File: src/fbdc_pkg.sv
// Purpose: Shared constants and carriers for the cyclic module framer
// Assumes: One 125 MHz clock, synchronous active-low reset
// Notes:   Module images travel byte by byte, byte 1 first
package fbdc_pkg;

  // Fixed slot numbers
  localparam logic [3:0] SLOT_AO0 = 4'h8;
  localparam logic [3:0] SLOT_AO1 = 4'h9;
  localparam logic [3:0] SLOT_DI0 = 4'ha;
  localparam logic [3:0] SLOT_DI1 = 4'hb;
  localparam logic [3:0] SLOT_DO0 = 4'hc;
  localparam logic [3:0] SLOT_DO1 = 4'hd;
  localparam logic [3:0] SLOT_DO2 = 4'he;

  // Image lengths in bytes
  localparam int unsigned NB_AO  = 5;
  localparam int unsigned NB_DO  = 2;
  localparam logic [2:0]  LEN_AO = 3'h5;
  localparam logic [2:0]  LEN_DO = 3'h2;

  // Station address
  localparam logic [6:0] ADDR_RST = 7'h7e;
  localparam logic [6:0] ADDR_MAX = 7'h7e;

  // Discrete-input function select
  localparam logic [1:0] DI_SEL_EPD = 2'h0;
  localparam logic [1:0] DI_SEL_LFC = 2'h1;
  localparam logic [1:0] DI_SEL_VER = 2'h2;
  localparam logic [3:0] DI_SEL_RST = 4'h4;
  localparam logic [7:0] DI_STAT_RST = 8'h80;

  // Discrete-output control values
  localparam logic [7:0] DO_VAL_OFF = 8'h00;
  localparam logic [7:0] DO_VAL_ON  = 8'h01;

  // Verification state codes and one-hot positions
  localparam logic [1:0] VST_NDONE = 2'h0;
  localparam logic [1:0] VST_FAIL  = 2'h1;
  localparam logic [1:0] VST_BUSY  = 2'h2;
  localparam logic [1:0] VST_READY = 2'h3;
  localparam logic [1:0] VRS_FAIL  = 2'h0;
  localparam logic [1:0] VRS_PASS  = 2'h1;
  localparam logic [1:0] VRS_NDONE = 2'h2;
  localparam int unsigned VER_FAIL_BIT  = 4;
  localparam int unsigned VER_PASS_BIT  = 5;
  localparam int unsigned VER_NDONE_BIT = 6;

  // Register byte offsets
  localparam logic [7:0] REG_ADDR   = 8'h00;
  localparam logic [7:0] REG_DI_SEL = 8'h04;
  localparam logic [7:0] REG_DI_ST  = 8'h08;
  localparam logic [7:0] REG_IRQ_ST = 8'h0c;
  localparam logic [7:0] REG_IRQ_EN = 8'h10;
  localparam logic [7:0] REG_DO     = 8'h14;
  localparam logic [7:0] REG_AO0    = 8'h18;
  localparam logic [7:0] REG_AO1    = 8'h1c;
  localparam logic [7:0] REG_AO_ST  = 8'h20;
  localparam logic [7:0] REG_LIVE   = 8'h24;

  // Interrupt bit positions
  localparam int unsigned IRQ_W    = 7;
  localparam int unsigned IRQ_AO0  = 0;
  localparam int unsigned IRQ_DO0  = 2;
  localparam int unsigned IRQ_RXER = 5;
  localparam int unsigned IRQ_TXDN = 6;

  typedef enum logic [1:0] {
    TX_IDLE = 2'b01,
    TX_STAT = 2'b10
  } fbdc_tx_state_t;

  typedef struct packed {
    logic       valid;
    logic       sof;
    logic [6:0] addr;
    logic [3:0] slot;
    logic [7:0] data;
  } fbdc_rx_t;

  typedef struct packed {
    logic       valid;
    logic       last;
    logic [7:0] data;
  } fbdc_tx_t;

  typedef struct packed {
    logic [31:0] value;
    logic [7:0]  status;
  } fbdc_ao_t;

  typedef struct packed {
    logic [1:0] state;
    logic [1:0] result;
  } fbdc_verif_t;

endpackage

File: src/fbdc_di_enc.sv
// Purpose: Value byte of one discrete-input image
// Assumes: Function inputs come from logic on this clock
// Notes:   One cycle of latency
`timescale 1ns/1ns
module fbdc_di_enc (
  input  wire logic                  clk_i,        // Clock
  input  wire logic                  rst_n_i,      // Sync reset, low
  input  wire logic [1:0]            sel_i,        // Bound function
  input  wire logic                  empty_pipe_i, // Empty pipe active
  input  wire logic                  low_flow_i,   // Low flow cutoff active
  input  wire fbdc_pkg::fbdc_verif_t verif_i,      // Verification state
  output logic [7:0]                 val_o         // Value byte
);

  typedef struct packed {
    logic [7:0] val;
  } fbdc_enc_st_t;

  fbdc_enc_st_t q;
  fbdc_enc_st_t d;

  always_comb
  begin
    d.val = 8'h00;
    case (sel_i)
      fbdc_pkg::DI_SEL_EPD: d.val = {7'h00, empty_pipe_i};
      fbdc_pkg::DI_SEL_LFC: d.val = {7'h00, low_flow_i};
      fbdc_pkg::DI_SEL_VER:
      begin
        d.val[verif_i.state] = 1'b1;
        case (verif_i.result)
          fbdc_pkg::VRS_FAIL: d.val[fbdc_pkg::VER_FAIL_BIT] = 1'b1;
          fbdc_pkg::VRS_PASS: d.val[fbdc_pkg::VER_PASS_BIT] = 1'b1;
          default:            d.val[fbdc_pkg::VER_NDONE_BIT] = 1'b1;
        endcase
      end
      default: d.val = 8'h00;
    endcase
  end

  always_ff @(posedge clk_i)
  begin
    if (!rst_n_i)
    begin
      q <= '0;
    end
    else
    begin
      q <= d;
    end
  end

  assign val_o = q.val;

endmodule

File: src/fbdc_img_hold.sv
// Purpose: Assemble and retain one output module image
// Assumes: Bytes arrive in order, byte 1 first
// Notes:   Image changes only on the last byte
`timescale 1ns/1ns
module fbdc_img_hold #(
  parameter int unsigned NB = 5
) (
  input  wire logic            clk_i,   // Clock
  input  wire logic            rst_n_i, // Sync reset, low
  input  wire logic            load_i,  // Byte for this block
  input  wire logic            last_i,  // Final byte of image
  input  wire logic [7:0]      data_i,  // Byte value
  output logic [8*NB-1:0]      img_o    // Byte 1 at the top
);

  typedef struct packed {
    logic [8*NB-1:0] shd;
    logic [8*NB-1:0] img;
  } fbdc_hold_st_t;

  fbdc_hold_st_t q;
  fbdc_hold_st_t d;

  always_comb
  begin
    d = q;
    if (load_i)
    begin
      d.shd = {q.shd[8*NB-9:0], data_i};
      if (last_i)
      begin
        d.img = {q.shd[8*NB-9:0], data_i};
      end
    end
  end

  always_ff @(posedge clk_i)
  begin
    if (!rst_n_i)
    begin
      q <= '0;
    end
    else
    begin
      q <= d;
    end
  end

  assign img_o = q.img;

endmodule

File: src/fbdc_top.sv
// Purpose: Cyclic image framer for analog-output, discrete-in and discrete-out slots
// Assumes: Bus engine on the same clock delivers and requests module images
// Notes:   Registers over a plain strobe port, read data one cycle later
`timescale 1ns/1ns
module fbdc_top (
  input  wire logic                  clk_i,           // 125 MHz clock
  input  wire logic                  rst_n_i,         // Sync reset, low
  input  wire logic [7:0]            reg_addr_i,      // Register byte address
  input  wire logic [31:0]           reg_wdata_i,     // Write data
  input  wire logic                  reg_wr_i,        // Write strobe
  input  wire logic                  reg_rd_i,        // Read strobe
  output logic [31:0]                reg_rdata_o,     // Read data, next cycle
  input  wire fbdc_pkg::fbdc_rx_t    rx_i,            // Output image bytes
  input  wire logic                  tx_req_i,        // Input image request
  input  wire logic [6:0]            tx_addr_i,       // Requested station
  input  wire logic [3:0]            tx_slot_i,       // Requested slot
  output fbdc_pkg::fbdc_tx_t         tx_o,            // Input image bytes
  input  wire logic                  empty_pipe_i,    // Empty pipe active
  input  wire logic                  low_flow_i,      // Low flow cutoff active
  input  wire fbdc_pkg::fbdc_verif_t verif_i,         // Verification state
  output fbdc_pkg::fbdc_ao_t         ao0_o,           // External temperature
  output fbdc_pkg::fbdc_ao_t         ao1_o,           // External density
  output logic                       flow_override_o, // Flow override enabled
  output logic                       start_verif_o,   // Verification start enabled
  output logic                       switch_on_o,     // Switch output conductive
  output logic [6:0]                 station_addr_o,  // Current station address
  output logic                       irq_o            // Interrupt, level
);

  typedef struct packed {
    logic                     rx_on;
    logic [3:0]               rx_slot;
    logic [2:0]               rx_idx;
    logic [6:0]               addr;
    logic [3:0]               di_sel;
    logic [15:0]              di_stat;
    logic [6:0]               ip;
    logic [6:0]               ie;
    logic [31:0]              rdata;
    fbdc_pkg::fbdc_tx_state_t tx_st;
    logic                     tx_di;
    fbdc_pkg::fbdc_tx_t       tx;
    logic [2:0]               do_en;
    logic                     irq;
  } fbdc_top_st_t;

  fbdc_top_st_t q;
  fbdc_top_st_t d;

  logic       sof_ok;
  logic [3:0] cur_slot;
  logic [2:0] cur_idx;
  logic       cur_ao;
  logic       cur_do;
  logic       ld;
  logic [2:0] cur_len;
  logic       last;
  logic       rx_err;
  logic [1:0] ao_ld;
  logic [2:0] do_ld;
  logic       tx_go;
  logic       tx_done;
  logic [6:0] ev;
  logic [6:0] ip_clr;
  logic [39:0] ao_img [2];
  logic [15:0] do_img [3];
  logic [7:0]  di_val [2];

  assign sof_ok   = rx_i.valid & rx_i.sof & (rx_i.addr == q.addr);
  assign cur_slot = rx_i.sof ? rx_i.slot : q.rx_slot;
  assign cur_idx  = rx_i.sof ? 3'h0 : q.rx_idx + 3'h1;
  assign cur_ao   = (cur_slot == fbdc_pkg::SLOT_AO0) | (cur_slot == fbdc_pkg::SLOT_AO1);
  assign cur_do   = (cur_slot == fbdc_pkg::SLOT_DO0) | (cur_slot == fbdc_pkg::SLOT_DO1) |
                    (cur_slot == fbdc_pkg::SLOT_DO2);

  // only output slots take master bytes
  assign ld      = rx_i.valid & (rx_i.sof ? sof_ok : q.rx_on) & (cur_ao | cur_do);
  assign cur_len = cur_ao ? fbdc_pkg::LEN_AO : fbdc_pkg::LEN_DO;
  assign last    = (cur_idx == cur_len - 3'h1);

  assign rx_err = (rx_i.valid & rx_i.sof & q.rx_on) |
                  (sof_ok & ((rx_i.slot == fbdc_pkg::SLOT_DI0) | (rx_i.slot == fbdc_pkg::SLOT_DI1)));

  assign ao_ld[0] = ld & (cur_slot == fbdc_pkg::SLOT_AO0);
  assign ao_ld[1] = ld & (cur_slot == fbdc_pkg::SLOT_AO1);
  assign do_ld[0] = ld & (cur_slot == fbdc_pkg::SLOT_DO0);
  assign do_ld[1] = ld & (cur_slot == fbdc_pkg::SLOT_DO1);
  assign do_ld[2] = ld & (cur_slot == fbdc_pkg::SLOT_DO2);

  genvar g;
  generate
    for (g = 0; g < 2; g++)
    begin : g_ao
      fbdc_img_hold #(
        .NB (fbdc_pkg::NB_AO)
      ) u_hold (
        .clk_i   (clk_i),
        .rst_n_i (rst_n_i),
        .load_i  (ao_ld[g]),
        .last_i  (last),
        .data_i  (rx_i.data),
        .img_o   (ao_img[g])
      );
    end
    for (g = 0; g < 3; g++)
    begin : g_do
      fbdc_img_hold #(
        .NB (fbdc_pkg::NB_DO)
      ) u_hold (
        .clk_i   (clk_i),
        .rst_n_i (rst_n_i),
        .load_i  (do_ld[g]),
        .last_i  (last),
        .data_i  (rx_i.data),
        .img_o   (do_img[g])
      );
    end
    for (g = 0; g < 2; g++)
    begin : g_di
      fbdc_di_enc u_enc (
        .clk_i        (clk_i),
        .rst_n_i      (rst_n_i),
        .sel_i        (q.di_sel[2*g +: 2]),
        .empty_pipe_i (empty_pipe_i),
        .low_flow_i   (low_flow_i),
        .verif_i      (verif_i),
        .val_o        (di_val[g])
      );
    end
  endgenerate

  assign tx_go = tx_req_i & (q.tx_st == fbdc_pkg::TX_IDLE) & (tx_addr_i == q.addr) &
                 ((tx_slot_i == fbdc_pkg::SLOT_DI0) | (tx_slot_i == fbdc_pkg::SLOT_DI1));
  assign tx_done = (q.tx_st == fbdc_pkg::TX_STAT);

  assign ev = {tx_done, rx_err, do_ld & {3{last}}, ao_ld & {2{last}}};
  assign ip_clr = (reg_wr_i && reg_addr_i == fbdc_pkg::REG_IRQ_ST) ? reg_wdata_i[6:0] : 7'h00;

  always_comb
  begin
    d = q;
    d.tx = '0;
    d.rdata = 32'h0000_0000;

    // Output image tracking
    if (rx_i.valid)
    begin
      d.rx_on = ld & ~last;
      if (ld)
      begin
        d.rx_slot = cur_slot;
        d.rx_idx  = cur_idx;
      end
    end

    for (int k = 0; k < 3; k++)
    begin
      if (do_img[k][15:8] == fbdc_pkg::DO_VAL_ON)
      begin
        d.do_en[k] = 1'b1;
      end
      else if (do_img[k][15:8] == fbdc_pkg::DO_VAL_OFF)
      begin
        d.do_en[k] = 1'b0;
      end
    end

    case (q.tx_st)
      fbdc_pkg::TX_IDLE:
      begin
        if (tx_go)
        begin
          d.tx_di    = (tx_slot_i == fbdc_pkg::SLOT_DI1);
          d.tx.valid = 1'b1;
          d.tx.data  = (tx_slot_i == fbdc_pkg::SLOT_DI1) ? di_val[1] : di_val[0];
          d.tx_st    = fbdc_pkg::TX_STAT;
        end
      end
      fbdc_pkg::TX_STAT:
      begin
        d.tx.valid = 1'b1;
        d.tx.last  = 1'b1;
        d.tx.data  = q.tx_di ? q.di_stat[15:8] : q.di_stat[7:0];
        d.tx_st    = fbdc_pkg::TX_IDLE;
      end
      default:
      begin
        d.tx_st = fbdc_pkg::TX_IDLE;
      end
    endcase

    // Register writes
    if (reg_wr_i)
    begin
      case (reg_addr_i)
        fbdc_pkg::REG_ADDR:
        begin
          if (reg_wdata_i[6:0] <= fbdc_pkg::ADDR_MAX)
          begin
            d.addr = reg_wdata_i[6:0];
          end
        end
        fbdc_pkg::REG_DI_SEL: d.di_sel  = reg_wdata_i[3:0];
        fbdc_pkg::REG_DI_ST:  d.di_stat = reg_wdata_i[15:0];
        fbdc_pkg::REG_IRQ_EN: d.ie      = reg_wdata_i[6:0];
        default:              d.ie      = q.ie;
      endcase
    end

    // Sticky events, set beats clear
    d.ip  = (q.ip & ~ip_clr) | ev;
    d.irq = |(d.ip & d.ie);

    // Register reads
    if (reg_rd_i)
    begin
      case (reg_addr_i)
        fbdc_pkg::REG_ADDR:   d.rdata = {25'h0, q.addr};
        fbdc_pkg::REG_DI_SEL: d.rdata = {28'h0, q.di_sel};
        fbdc_pkg::REG_DI_ST:  d.rdata = {16'h0, q.di_stat};
        fbdc_pkg::REG_IRQ_ST: d.rdata = {25'h0, q.ip};
        fbdc_pkg::REG_IRQ_EN: d.rdata = {25'h0, q.ie};
        fbdc_pkg::REG_DO:
        begin
          d.rdata = {do_img[2][7:0], do_img[1][7:0], do_img[0][7:0], 5'h0, q.do_en};
        end
        fbdc_pkg::REG_AO0:    d.rdata = ao_img[0][39:8];
        fbdc_pkg::REG_AO1:    d.rdata = ao_img[1][39:8];
        fbdc_pkg::REG_AO_ST:  d.rdata = {16'h0, ao_img[1][7:0], ao_img[0][7:0]};
        fbdc_pkg::REG_LIVE:
        begin
          d.rdata = {8'h0, di_val[1], di_val[0], 6'h0, tx_done, q.rx_on};
        end
        default:              d.rdata = 32'h0000_0000;
      endcase
    end
  end

  always_ff @(posedge clk_i)
  begin
    if (!rst_n_i)
    begin
      q         <= '0;
      q.addr    <= fbdc_pkg::ADDR_RST;
      q.di_sel  <= fbdc_pkg::DI_SEL_RST;
      q.di_stat <= {fbdc_pkg::DI_STAT_RST, fbdc_pkg::DI_STAT_RST};
      q.tx_st   <= fbdc_pkg::TX_IDLE;
    end
    else
    begin
      q <= d;
    end
  end

  assign reg_rdata_o     = q.rdata;
  assign tx_o            = q.tx;
  assign ao0_o           = ao_img[0];
  assign ao1_o           = ao_img[1];
  assign flow_override_o = q.do_en[0];
  assign start_verif_o   = q.do_en[1];
  assign switch_on_o     = q.do_en[2];
  assign station_addr_o  = q.addr;
  assign irq_o           = q.irq;

endmodule

File: config.mk
export PLATFORM = sky130hd
export DESIGN_NAME = fbdc_top
export DESIGN_NICKNAME = d
export VERILOG_FILES = /design/src/fbdc_pkg.sv /design/src/fbdc_di_enc.sv /design/src/fbdc_img_hold.sv /design/src/fbdc_top.sv
export SDC_FILE = /design/constraint.sdc
export NUM_CORES = 1
export LEC_CHECK = 0
export ABC_CLOCK_PERIOD_IN_PS = 6050
export BUFFER_PORTS_ARGS = -buffer_cell sky130_fd_sc_hd__clkbuf_2
export CORE_AREA = 2 2 232 120
export CTS_CLUSTER_DIAMETER = 50
export DETAILED_ROUTE_END_ITERATION = 8
export DIE_AREA = 0 0 234 122
export HOLD_SLACK_MARGIN = 0.06
export MAX_ROUTING_LAYER = met4
export PLACE_DENSITY = 0.77
export REMOVE_ABC_BUFFERS = 1
export SYNTH_ARGS = -nofsm -noshare
export SYNTH_HDL_FRONTEND = slang
export SYNTH_SLANG_ARGS = --single-unit
File: constraint.sdc
create_clock -name clk_i -period 6.05 [get_ports clk_i]
set_input_delay 0.3025 -clock clk_i [delete_from_list [all_inputs] [get_ports clk_i]]
set_output_delay 0.3025 -clock clk_i [all_outputs]
set_load 0.03 [all_outputs]
==> flow_results.xml, run 1 <==
<?xml version="1.0" encoding="UTF-8"?>
<metrics>
  <group name="synthesis">
    <metric name="syn-instance-count" unit="">1426</metric>
    <metric name="post_synth.cell_area_avg" unit="um2">10.07</metric>
    <metric name="synth.ff_latch_count" unit="">328</metric>
    <metric name="netlist.area_leader.share" unit="%">45.74</metric>
    <metric name="post_synth_main_area_contributors" unit="">dfxtp_1 (46%), mux2i_1 (17%), nor2b_1 (9.8%)</metric>
    <metric name="synth_cell_type_count" unit="">59</metric>
    <metric name="postSynth.asyncResetShare" unit="%">0</metric>
    <metric name="seq_area_frac_synth" unit="%">45.74</metric>
    <metric name="synth.yosys.warnings" unit="">0</metric>
    <metric name="synth.most_common_cell" unit="">dfxtp_1</metric>
    <metric name="synth_top_flop_cell" unit="">dfxtp_1</metric>
    <metric name="synth_enable_flop_cells" unit="">0</metric>
    <metric name="yosysTopAreaCell" unit="">dfxtp_1</metric>
    <metric name="mappedNetlistArea" unit="um2">14360</metric>
    <metric name="yosys-top-cells-count" unit="">dfxtp_1 (328), mux2i_1 (247), nor2b_1 (226)</metric>
  </group>
  <group name="finish">
    <metric name="num-nets-final" unit="">1557</metric>
    <metric name="total_non_filler_cell_area_in_the_finished_layout" unit="um2">15780</metric>
    <metric name="multi_input_area" unit="um2">6464</metric>
    <metric name="register_area" unit="um2">6566</metric>
    <metric name="share_of_final_layout_standard_cells_stronger_than_drive_strength_1" unit="%">18.71</metric>
    <metric name="layout.filler_cells" unit="">2259</metric>
    <metric name="antennaDiodeCount" unit="">0</metric>
    <metric name="area_delta_synth_final" unit="%">9.902</metric>
  </group>
  <group name="placement">
    <metric name="dp_hpwl" unit="um">26980</metric>
    <metric name="placed_area" unit="um2">14660</metric>
    <metric name="place.port_buffers" unit="">199</metric>
    <metric name="gp_congestion" unit="">0.8803</metric>
  </group>
  <group name="floorplan">
    <metric name="std_cell_rows" unit="">43</metric>
    <metric name="die-width" unit="um">234</metric>
    <metric name="floorplan.die_area" unit="um2">28550</metric>
    <metric name="ios" unit="">216</metric>
    <metric name="die_h" unit="um">122</metric>
    <metric name="start_util" unit="%">53.47</metric>
    <metric name="core" unit="um2">26850</metric>
  </group>
  <group name="clocking">
    <metric name="postCtsResizedCells" unit="">0</metric>
    <metric name="tritoncts_clock_tree" unit="">built</metric>
    <metric name="clock_path_buffers" unit="">3</metric>
    <metric name="clkLatencyLatePin" unit="ps">570</metric>
    <metric name="tritoncts.num_buffers" unit="">28</metric>
    <metric name="clk_transition_reported_paths" unit="ps">70</metric>
    <metric name="ctsHtreeMaxLevel" unit="">1</metric>
    <metric name="clock_sinks" unit="">328</metric>
    <metric name="cts-root-buf" unit="">clkbuf_16</metric>
  </group>
  <group name="pwr">
    <metric name="combPwrFrac" unit="%">3.4</metric>
    <metric name="static-leakage-power" unit="uW">0.006399</metric>
    <metric name="internal-power" unit="uW">3268</metric>
    <metric name="power_switching_share" unit="%">21.46</metric>
    <metric name="power.share.sequential" unit="%">51.9</metric>
    <metric name="vdd_drop_max" unit="mV">0.2147</metric>
    <metric name="power_switching" unit="uW">893.1</metric>
    <metric name="cellPowerDensity" unit="nW/um2">263.8</metric>
    <metric name="clock_power_share" unit="%">44.7</metric>
  </group>
  <group name="sta">
    <metric name="final-hold-violation-count" unit="">0</metric>
    <metric name="timing.fmax" unit="GHz">0.2668</metric>
    <metric name="setup_violators_final" unit="">0</metric>
    <metric name="skew" unit="ps">11.40</metric>
    <metric name="grt_setup_unrepaired" unit="">no</metric>
    <metric name="final_min_period_over_clock_period" unit="%">61.96</metric>
    <metric name="slew_headroom" unit="%">27.87</metric>
    <metric name="minimum_clock_period_after_layout" unit="ps">3748</metric>
    <metric name="worstMarginPinSlew" unit="ps">1074</metric>
    <metric name="setup-tns-final" unit="ps">0</metric>
    <metric name="slew_viol_final" unit="">0</metric>
  </group>
  <group name="global_route">
    <metric name="grt_pass1_wl" unit="um">59110</metric>
    <metric name="grt-ovfl-total" unit="">0</metric>
    <metric name="grt_start_max_net_pins" unit="">130</metric>
    <metric name="global_router_s_overall_resource_usage" unit="%">28.11</metric>
    <metric name="grt_pass1_vias" unit="">10060</metric>
    <metric name="antenna_violations_before_repair" unit="">0</metric>
  </group>
  <group name="routing">
    <metric name="routed_wire_length_per_instance" unit="um">21.47</metric>
    <metric name="dr.first_iter.drc_count" unit="">1006</metric>
    <metric name="postRouteAntennaNets" unit="">0</metric>
    <metric name="drt_pass1_iterations" unit="">6</metric>
    <metric name="drcViolationCount" unit="">0</metric>
    <metric name="drt-total-wl" unit="um">39740</metric>
    <metric name="routed_via_density" unit="">5.727</metric>
    <metric name="num_vias" unit="">10600</metric>
  </group>
  <group name="setup_path">
    <metric name="cp_max_fo" unit="">31</metric>
    <metric name="worst-endpoint-required" unit="ps">6510</metric>
    <metric name="critPathLaunchType" unit="">flip-flop</metric>
    <metric name="critPathArrivalTime" unit="ps">4210</metric>
    <metric name="path_class" unit="">flip-flop to flip-flop</metric>
    <metric name="critPathCaptureType" unit="">flip-flop</metric>
  </group>
  <group name="outcome">
    <metric name="run_status" unit="">finished clean</metric>
  </group>
  <group name="job">
    <metric name="maxCapViolCount" unit="">0</metric>
  </group>
  <group name="worst_hold_path">
    <metric name="hold_class" unit="">input pin to flip-flop</metric>
  </group>
</metrics>
registers in the layout, summed over array words and instances, names as in the netlist:
register / flops
g_ao.u_hold.q: 64
g_do.u_hold.q: 24
g_di.u_enc.val_o: 14
flow_override_o: 1
tx_o: 10
g_do.u_hold.img_o: 48
switch_on_o: 1
start_verif_o: 1
station_addr_o: 7
q: 45
g_ao.u_hold.img_o: 80
irq_o: 1
reg_rdata_o: 32
worst max-delay path, stage by stage (launching register included):
cell,delay [ps]
dfxtp_1,530
xor2_1,120
nor4_1,890
a21oi_2,380
nor4_4,1010
buf_12,340
mux2i_1,240
nor2b_1,60
per-layer routing:
metal / vias up / part of all wire, % / wire length (um) / track usage [%]
met2: 496 / 43 / 17120 / 41.78
met4: 0 / 3.0 / 1183 / 8.505
li1: 4903 / - / - / -
met1: 5124 / 45 / 17810 / 38.70
met3: 78 / 9.1 / 3621 / 5.501
met5: - / 0 / 0 / -
through the flow:
stage | total power [uW] | hold WS (ps) | setup slack, ps | cells | util (%)
after floorplan | 2254 | 364.4 | 878.5 | 1208 | -
after global placement | 2337 | 446.5 | 2344 | 1784 | 54.61
after detailed placement | 2339 | 454.4 | 2200 | 1784 | 54.61
after CTS | 4174 | 62.67 | 2387 | 1851 | 58.76
after global routing | 4270 | 94.71 | 2268 | 1851 | 58.76
final | 4161 | 79.89 | 2302 | 1851 | 58.76
cell families after synthesis:
kind of cell,share of synthesized area [%]
mux,17.30
fa+ha+maj,0.2615
xor+xnor,0.9152
simple gates,17.62
flops,45.74
buf+inv,9.553
compound gates,8.603
layout by cell type, fill, tap and decap left out, types with 3 or more instances in the layout:
master,netlist,final
a222oi_1,18,18
mux2i_1,247,247
and4_1,3,3
a31oi_1,16,16
nor2_2,1,3
inv_1,9,9
nor4_1,11,9
a21boi_0,35,35
nor3_1,5,5
xor2_1,15,15
a22oi_1,51,51
o21ai_0,6,6
nand2_1,73,73
clkbuf_16,0,28
or4_1,8,8
or3_1,3,3
nand3b_1,5,5
clkbuf_8,0,9
dlygate4sd3_1,0,17
ha_1,3,3
and2_1,6,6
nand2b_1,6,6
dfxtp_1,328,328
nand3_1,18,17
nor2_1,39,37
buf_4,135,16
clkbuf_2,0,198
and3_1,5,5
clkbuf_1,69,7
nor2b_1,226,226
nand4_1,6,6
o22a_1,7,7
a21oi_1,22,22
power groups by stage:
stage | Sequential, uW | Clock (uW) | Combinational (uW)
after floorplan | 2210 | 0 | 45.4
after global placement | 2210 | 0 | 128
after detailed placement | 2210 | 0 | 129
after CTS | 2160 | 1880 | 139
after global routing | 2160 | 1960 | 149
final | 2160 | 1860 | 141
final timing paths:
check                                         startpoint                       end  slack (ps)  depth (start not counted)
worst min-delay path                            rx_i[10]                     q[95]          80                          3
worst min register to register  g_do[0].u_hold.img_o[13]  g_do[0].u_hold.img_o[13]         460                          2
worst max-delay path                   station_addr_o[4]   g_ao[1].u_hold.img_o[4]        2300                          7
worst max register to register         station_addr_o[4]   g_ao[1].u_hold.img_o[4]        2300                          7
timing repair:
item                      4_1_cts  5_1_grt
hold endpoints to repair       22        0
hold buffers                   17        0
buffers inserted                0        0
cell type report:
cell class	instances	area share [%]
sequential	328	41.62
multi-input combinational	870	40.97
timing repair buffer	233	8.319
clock buffer	44	5.393
tap	360	2.855
clock inverter	6	0.6027
inverter	10	0.2379
(Power assumes the default switching activity.)
==> run 2: changes to the inputs <==
--- a/config.mk
+++ b/config.mk
@@ -5,15 +5,15 @@
 export SDC_FILE = /design/constraint.sdc
 export NUM_CORES = 1
 export LEC_CHECK = 0
-export ABC_CLOCK_PERIOD_IN_PS = 6050
+export ABC_CLOCK_PERIOD_IN_PS = 3200
 export BUFFER_PORTS_ARGS = -buffer_cell sky130_fd_sc_hd__clkbuf_2
-export CORE_AREA = 2 2 232 120
+export CORE_AREA = 2 2 238 123
 export CTS_CLUSTER_DIAMETER = 50
 export DETAILED_ROUTE_END_ITERATION = 8
-export DIE_AREA = 0 0 234 122
+export DIE_AREA = 0 0 240 125
 export HOLD_SLACK_MARGIN = 0.06
 export MAX_ROUTING_LAYER = met4
-export PLACE_DENSITY = 0.77
+export PLACE_DENSITY = 0.76
 export REMOVE_ABC_BUFFERS = 1
 export SYNTH_ARGS = -nofsm -noshare
 export SYNTH_HDL_FRONTEND = slang
==> constraint.sdc (replaced) <==
create_clock -name clk_i -period 3.2 [get_ports clk_i]
set_input_delay 0.16 -clock clk_i [delete_from_list [all_inputs] [get_ports clk_i]]
set_output_delay 0.16 -clock clk_i [all_outputs]
set_load 0.03 [all_outputs]
==> flow_results.xml, run 2 (same netlist as run 1, synthesis figures left out) <==
<?xml version="1.0" encoding="UTF-8"?>
<metrics>
  <group name="routing">
    <metric name="drt-total-wl" unit="um">41010</metric>
    <metric name="num_vias" unit="">10710</metric>
    <metric name="detailroute.wirelength.met2" unit="um">17590</metric>
    <metric name="met3_length" unit="um">4061</metric>
    <metric name="route.top_layer_used" unit="">met4</metric>
    <metric name="drt_pass1_iterations" unit="">9</metric>
    <metric name="dr.first_iter.drc_count" unit="">1126</metric>
    <metric name="drcViolationCount" unit="">0</metric>
    <metric name="routed_wire_length_per_instance" unit="um">21.28</metric>
    <metric name="routed_via_density" unit="">5.557</metric>
    <metric name="detailed_routing_wirelength_on_met1" unit="um">18300</metric>
    <metric name="postRouteAntennaNets" unit="">0</metric>
  </group>
  <group name="finish">
    <metric name="share_of_final_layout_standard_cells_stronger_than_drive_strength_1" unit="%">20.20</metric>
    <metric name="register_area" unit="um2">6566</metric>
    <metric name="layout.cells.most_common_list" unit="">dfxtp_1 (328), mux2i_1 (247), nor2b_1 (226)</metric>
    <metric name="largest_register_ffs" unit="">80</metric>
    <metric name="multi_input_area" unit="um2">6464</metric>
    <metric name="area_delta_synth_final" unit="%">12.37</metric>
    <metric name="num-nets-final" unit="">1599</metric>
    <metric name="commonest_non_fill_non_tap_cell_in_the_layout" unit="">dfxtp_1</metric>
    <metric name="layout.filler_cells" unit="">2497</metric>
  </group>
  <group name="floorplan">
    <metric name="ios" unit="">216</metric>
    <metric name="die_h" unit="um">125</metric>
    <metric name="core" unit="um2">28190</metric>
    <metric name="floorplan.die_area" unit="um2">30000</metric>
    <metric name="std_cell_rows" unit="">44</metric>
    <metric name="die-width" unit="um">240</metric>
    <metric name="start_util" unit="%">50.93</metric>
  </group>
  <group name="setup_path">
    <metric name="timing.rr.end" unit="">irq_o</metric>
    <metric name="worst-endpoint-required" unit="ps">3710</metric>
    <metric name="reg2reg_slack" unit="ps">600</metric>
    <metric name="timing.reg2reg.worst_path_depth" unit="">8</metric>
    <metric name="cp_max_fo" unit="">15</metric>
    <metric name="cp-startpoint" unit="">station_addr_o[5]</metric>
    <metric name="critPathLaunchType" unit="">flip-flop</metric>
    <metric name="endpoint_of_the_worst_setup_timing_path" unit="">irq_o</metric>
    <metric name="critPathCaptureType" unit="">flip-flop</metric>
    <metric name="critPathArrivalTime" unit="ps">3110</metric>
    <metric name="worst_r2r_startpoint" unit="">station_addr_o[5]</metric>
    <metric name="path_class" unit="">flip-flop to flip-flop</metric>
  </group>
  <group name="clocking">
    <metric name="tritoncts_clock_tree" unit="">built</metric>
    <metric name="post_cts_hold_buffer_count" unit="">32</metric>
    <metric name="tritoncts.num_buffers" unit="">28</metric>
    <metric name="post_cts_buffers" unit="">0</metric>
    <metric name="clk_transition_reported_paths" unit="ps">70</metric>
    <metric name="postCtsResizedCells" unit="">0</metric>
    <metric name="clkLatencyLatePin" unit="ps">570</metric>
    <metric name="ctsHtreeMaxLevel" unit="">1</metric>
    <metric name="cts-root-buf" unit="">clkbuf_16</metric>
    <metric name="clock_path_buffers" unit="">3</metric>
    <metric name="clock_sinks" unit="">328</metric>
  </group>
  <group name="sta">
    <metric name="final.hold.worst_slack" unit="ps">107.8</metric>
    <metric name="setup_violators_final" unit="">0</metric>
    <metric name="final_min_period_over_clock_period" unit="%">81.10</metric>
    <metric name="skew" unit="ps">14.63</metric>
    <metric name="slew_headroom" unit="%">41.31</metric>
    <metric name="slew_viol_final" unit="">0</metric>
    <metric name="setup-tns-final" unit="ps">0</metric>
    <metric name="timing.fmax" unit="GHz">0.3853</metric>
    <metric name="minimum_clock_period_after_layout" unit="ps">2595</metric>
    <metric name="final-hold-violation-count" unit="">0</metric>
    <metric name="grt_setup_unrepaired" unit="">no</metric>
    <metric name="worstMarginPinSlew" unit="ps">878.2</metric>
  </group>
  <group name="global_route">
    <metric name="grt-ovfl-total" unit="">0</metric>
    <metric name="grt_start_max_net_pins" unit="">109</metric>
    <metric name="antenna_violations_before_repair" unit="">1</metric>
    <metric name="grt_pass1_wl" unit="um">62030</metric>
    <metric name="global_router_s_overall_resource_usage" unit="%">27.76</metric>
    <metric name="grt_pass1_vias" unit="">10290</metric>
  </group>
  <group name="pwr">
    <metric name="static-leakage-power" unit="uW">0.006571</metric>
    <metric name="vdd_drop_max" unit="mV">0.4002</metric>
    <metric name="cellPowerDensity" unit="nW/um2">474.6</metric>
  </group>
  <group name="placement">
    <metric name="dp_hpwl" unit="um">27930</metric>
    <metric name="gp_congestion" unit="">0.9332</metric>
    <metric name="place.port_buffers" unit="">199</metric>
  </group>
  <group name="job">
    <metric name="maxCapViolCount" unit="">0</metric>
  </group>
  <group name="worst_hold_path">
    <metric name="hold_class" unit="">input pin to flip-flop</metric>
  </group>
  <group name="outcome">
    <metric name="run_status" unit="">finished clean</metric>
  </group>
</metrics>
==> run 2: cell count changes in the layout (fill, tap and decap cells not counted) <==
cell	before	now
clkinv_2	2	11
bufinv_16	2	0
inv_6	1	0
diode_2	0	1
clkbuf_1	7	5
clkbuf_8	9	4
clkinvlp_4	0	3
buf_12	1	4
dlygate4sd3_1	17	32
buf_4	16	40
==> run 2: final cells by class <==
cell class,instances,area share [%]
clock inverters,15,0.5818
multi-input cells,870,40.07
inverters,10,0.2327
clock buffers,37,4.801
flip-flops and latches,328,40.71
well taps,391,3.033
repair buffers,275,10.56
diodes,1,0.01551
==> run 2: through the flow <==
| step | std cells | instance area, um2 | utilization [%] | worst slack (ps) | power [uW] |
|---|---|---|---|---|---|
| 2_1_floorplan | 1208 | 13020 | - | -1972 | 4262 |
| 3_3_place_gp | 1842 | 14940 | 53.00 | 758.2 | 4426 |
| 3_5_place_dp | 1842 | 14940 | 53.00 | 704.3 | 4429 |
| 4_1_cts | 1926 | 16130 | 57.22 | 693.7 | 7685 |
| 5_1_grt | 1927 | 16130 | 57.23 | 584.8 | 7875 |
| 6_report | 1927 | 16130 | 57.23 | 605.0 | 7656 |
==> run 2: how the worst min path moves through the flow <==
stage	slack, ps	start	cells past startpoint	to
floorplan	220	rst_n_i	1	station_addr_o[1]
finish	110	rx_i[2]	3	g_do[0].u_hold.img_o[2]
CTS	70	rx_i[2]	3	g_do[0].u_hold.img_o[2]
global route	90	rx_i[2]	3	g_do[0].u_hold.img_o[2]
global placement	360	verif_i[1]	2	g_di[0].u_enc.val_o[4]
detailed placement	360	verif_i[1]	2	g_di[1].u_enc.val_o[4]
==> run 2: per-layer routing <==
metal	track usage, %	up-vias
met1	39.00	5113
met2	40.96	546
li1	-	4981
met4	6.577	0
met5	-	-
met3	5.652	68
==> run 2: critical path, cell delays in order (launching register included) <==
cell and delay (ps):
dfxtp_1 540, xor2_1 130, nor4_1 300, buf_4 210, a21o_1 230, nand4_1 260, buf_4 340, a21oi_1 320
o41a_1 180
==> run 2: report_power, final <==
| part | leakage (uW) | switching, uW | internal [uW] |
|---|---|---|---|
| combinational | 0.00350 | 165 | 126 |
| sequential | 0.00264 | 1.74 | 4080 |
| clock | 0.000430 | 1570 | 1710 |
==> run 3: changes to the inputs <==
--- a/config.mk
+++ b/config.mk
@@ -5,7 +5,7 @@
 export SDC_FILE = /design/constraint.sdc
 export NUM_CORES = 1
 export LEC_CHECK = 0
-export ABC_CLOCK_PERIOD_IN_PS = 3200
+export ABC_CLOCK_PERIOD_IN_PS = 2100
 export BUFFER_PORTS_ARGS = -buffer_cell sky130_fd_sc_hd__clkbuf_2
 export CORE_AREA = 2 2 238 123
 export CTS_CLUSTER_DIAMETER = 50
==> constraint.sdc (replaced) <==
create_clock -name clk_i -period 2.1 [get_ports clk_i]
set_input_delay 0.105 -clock clk_i [delete_from_list [all_inputs] [get_ports clk_i]]
set_output_delay 0.105 -clock clk_i [all_outputs]
set_load 0.03 [all_outputs]
==> flow_results.xml, run 3 (same netlist as run 1, synthesis figures left out) <==
<?xml version="1.0" encoding="UTF-8"?>
<metrics>
  <group name="finish">
    <metric name="num-nets-final" unit="">1706</metric>
    <metric name="layout.cells.most_common_list" unit="">dfxtp_1 (319), mux2i_1 (244), nor2b_1 (226)</metric>
    <metric name="area_delta_synth_final" unit="%">25.77</metric>
    <metric name="commonest_non_fill_non_tap_cell_in_the_layout" unit="">dfxtp_1</metric>
    <metric name="multi_input_area" unit="um2">6694</metric>
    <metric name="share_of_final_layout_standard_cells_stronger_than_drive_strength_1" unit="%">27.77</metric>
    <metric name="register_area" unit="um2">6578</metric>
    <metric name="layout.filler_cells" unit="">2217</metric>
    <metric name="largest_register_ffs" unit="">80</metric>
    <metric name="postLayoutCoreUtil" unit="%">64.05</metric>
  </group>
  <group name="sta">
    <metric name="final_min_period_over_clock_period" unit="%">111.4</metric>
    <metric name="final.hold.worst_slack" unit="ps">104.6</metric>
    <metric name="skew" unit="ps">12.22</metric>
    <metric name="timing.fmax" unit="GHz">0.4274</metric>
    <metric name="setup-tns-final" unit="ps">-11430</metric>
    <metric name="slew_headroom" unit="%">52.64</metric>
    <metric name="worstMarginPinSlew" unit="ps">709.5</metric>
    <metric name="grt_setup_unrepaired" unit="">yes</metric>
    <metric name="setup_violators_final" unit="">138</metric>
    <metric name="postLayoutSetupSlackWorst" unit="ps">-239.6</metric>
    <metric name="slew_viol_final" unit="">0</metric>
    <metric name="final-hold-violation-count" unit="">0</metric>
    <metric name="minimum_clock_period_after_layout" unit="ps">2340</metric>
  </group>
  <group name="job">
    <metric name="maxCapViolCount" unit="">0</metric>
  </group>
  <group name="worst_hold_path">
    <metric name="hold_class" unit="">input pin to flip-flop</metric>
    <metric name="worstHoldPathCells" unit="">4</metric>
  </group>
  <group name="routing">
    <metric name="drt-total-wl" unit="um">46580</metric>
    <metric name="dr.first_iter.drc_count" unit="">1373</metric>
    <metric name="drcViolationCount" unit="">0</metric>
    <metric name="routed_via_density" unit="">5.686</metric>
    <metric name="num_vias" unit="">11570</metric>
    <metric name="routed_wire_length_per_instance" unit="um">22.90</metric>
    <metric name="detailed_routing_wirelength_on_met1" unit="um">20100</metric>
    <metric name="detailroute.wirelength.met2" unit="um">19900</metric>
    <metric name="drt_pass1_iterations" unit="">6</metric>
    <metric name="met3_length" unit="um">5045</metric>
    <metric name="route.top_layer_used" unit="">met4</metric>
    <metric name="postRouteAntennaNets" unit="">0</metric>
  </group>
  <group name="setup_path">
    <metric name="timing.reg2reg.worst_path_depth" unit="">10</metric>
    <metric name="crit_chain" unit="">or4b_4, nand2_4, mux2i_1, buf_4, buf_6, nor4_4, buf_4, buf_12, mux2i_1, nor2b_1</metric>
    <metric name="worst-endpoint-required" unit="ps">2570</metric>
    <metric name="critical-path-max-stage-delay" unit="ps">560</metric>
    <metric name="critPathArrivalTime" unit="ps">2810</metric>
    <metric name="slowest_stage" unit="">or4b_4</metric>
    <metric name="critPathCaptureType" unit="">flip-flop</metric>
    <metric name="critPathLaunchType" unit="">flip-flop</metric>
    <metric name="cp_max_fo" unit="">8</metric>
    <metric name="path_class" unit="">flip-flop to flip-flop</metric>
  </group>
  <group name="clocking">
    <metric name="clock_path_buffers" unit="">3</metric>
    <metric name="tritoncts_clock_tree" unit="">built</metric>
    <metric name="clk_transition_reported_paths" unit="ps">70</metric>
    <metric name="ctsHtreeMaxLevel" unit="">1</metric>
    <metric name="cts-root-buf" unit="">clkbuf_16</metric>
    <metric name="clkLatencyLatePin" unit="ps">580</metric>
    <metric name="clock_sinks" unit="">328</metric>
    <metric name="tritoncts.num_buffers" unit="">30</metric>
  </group>
  <group name="floorplan">
    <metric name="core" unit="um2">28190</metric>
    <metric name="std_cell_rows" unit="">44</metric>
    <metric name="ios" unit="">216</metric>
    <metric name="start_util" unit="%">50.93</metric>
    <metric name="die_h" unit="um">125</metric>
    <metric name="floorplan.die_area" unit="um2">30000</metric>
    <metric name="die-width" unit="um">240</metric>
  </group>
  <group name="outcome">
    <metric name="run_status" unit="">complete, but fails checks</metric>
    <metric name="failed_checks" unit="">setup timing</metric>
  </group>
  <group name="global_route">
    <metric name="grt_start_max_net_pins" unit="">162</metric>
    <metric name="grt-ovfl-total" unit="">0</metric>
    <metric name="antenna_violations_before_repair" unit="">0</metric>
    <metric name="grt_pass1_wl" unit="um">68040</metric>
    <metric name="grt_pass1_vias" unit="">11100</metric>
    <metric name="global_router_s_overall_resource_usage" unit="%">30.99</metric>
  </group>
  <group name="placement">
    <metric name="gp_congestion" unit="">0.9291</metric>
    <metric name="place.port_buffers" unit="">199</metric>
    <metric name="dp_worst_setup_slack" unit="ps">-437.9</metric>
    <metric name="dp_hpwl" unit="um">29140</metric>
  </group>
  <group name="pwr">
    <metric name="vdd_drop_max" unit="mV">0.6412</metric>
    <metric name="cellPowerDensity" unit="nW/um2">714.8</metric>
    <metric name="p_total" unit="uW">12910</metric>
    <metric name="static-leakage-power" unit="uW">0.007463</metric>
  </group>
</metrics>
[run 3: cell count changes in the layout (fill, tap and decap cells not counted), sizes merged]
cell | before | now
bufinv | 0 | 7
buf | 45 | 144
dlygate4sd3 | 32 | 35
bufbuf | 0 | 1
clkinv | 13 | 7
clkinvlp | 3 | 0
clkbuf | 235 | 239
inv | 9 | 11
[run 3: cell type report]
class	instances	share of cell area, %
diodes	1	0.01386
clock buffers	39	4.623
clock inverters	15	1.525
inverters	10	0.2079
multi-input cells	870	37.08
flip-flops and latches	328	36.43
well taps	391	2.710
repair buffers	380	17.41
[run 3: critical path, delay by kind of cell, from the launching register on]
kind | cells | cell delay, ps
buffers and inverters | 4 | 640
multiplexers | 2 | 300
AND/OR/NAND/NOR | 4 | 950
flip-flops | 1 | 320
[run 3: what timing repair did]
| action | CTS | global route |
|---|---|---|
| hold buffers | 35 | 0 |
| endpoints found under the hold margin | 130 | 0 |
| cloned | 14 | 3 |
| resized for setup | 65 | 38 |
| pin swaps | 9 | 15 |
| buffers inserted | 23 | 6 |
| setup endpoints to repair | 225 | 213 |
[run 3: layer usage]
layer,global-route usage (%),up-vias
met3,6.668,119
met2,45.10,636
met1,43.14,5601
li1,-,5209
met5,-,-
met4,9.098,0
[run 3: per-stage QoR]
step	cells	instance area, um2
2_1_floorplan	1208	13020
3_3_place_gp	1900	15540
3_5_place_dp	1900	15540
4_1_cts	2025	17810
5_1_grt	2033	18050
6_report	2034	18050
[run 3: path summary, 6_finish.rpt]
kind	start	endpoint	slack, ps
worst max-delay path	q[95]	g_do[1].u_hold.img_o[3]	-240
worst min-delay path	rx_i[20]	q[97]	100
worst max register to register	q[95]	g_do[1].u_hold.img_o[3]	-240
worst min register to register	g_do[0].u_hold.img_o[11]	g_do[0].u_hold.img_o[11]	450
[run 3: power breakdown]
part | leakage, uW | switching [uW] | internal [uW]
sequential | 0.00264 | 2.44 | 6220
combinational | 0.00428 | 285 | 234
clock | 0.000547 | 2490 | 3670
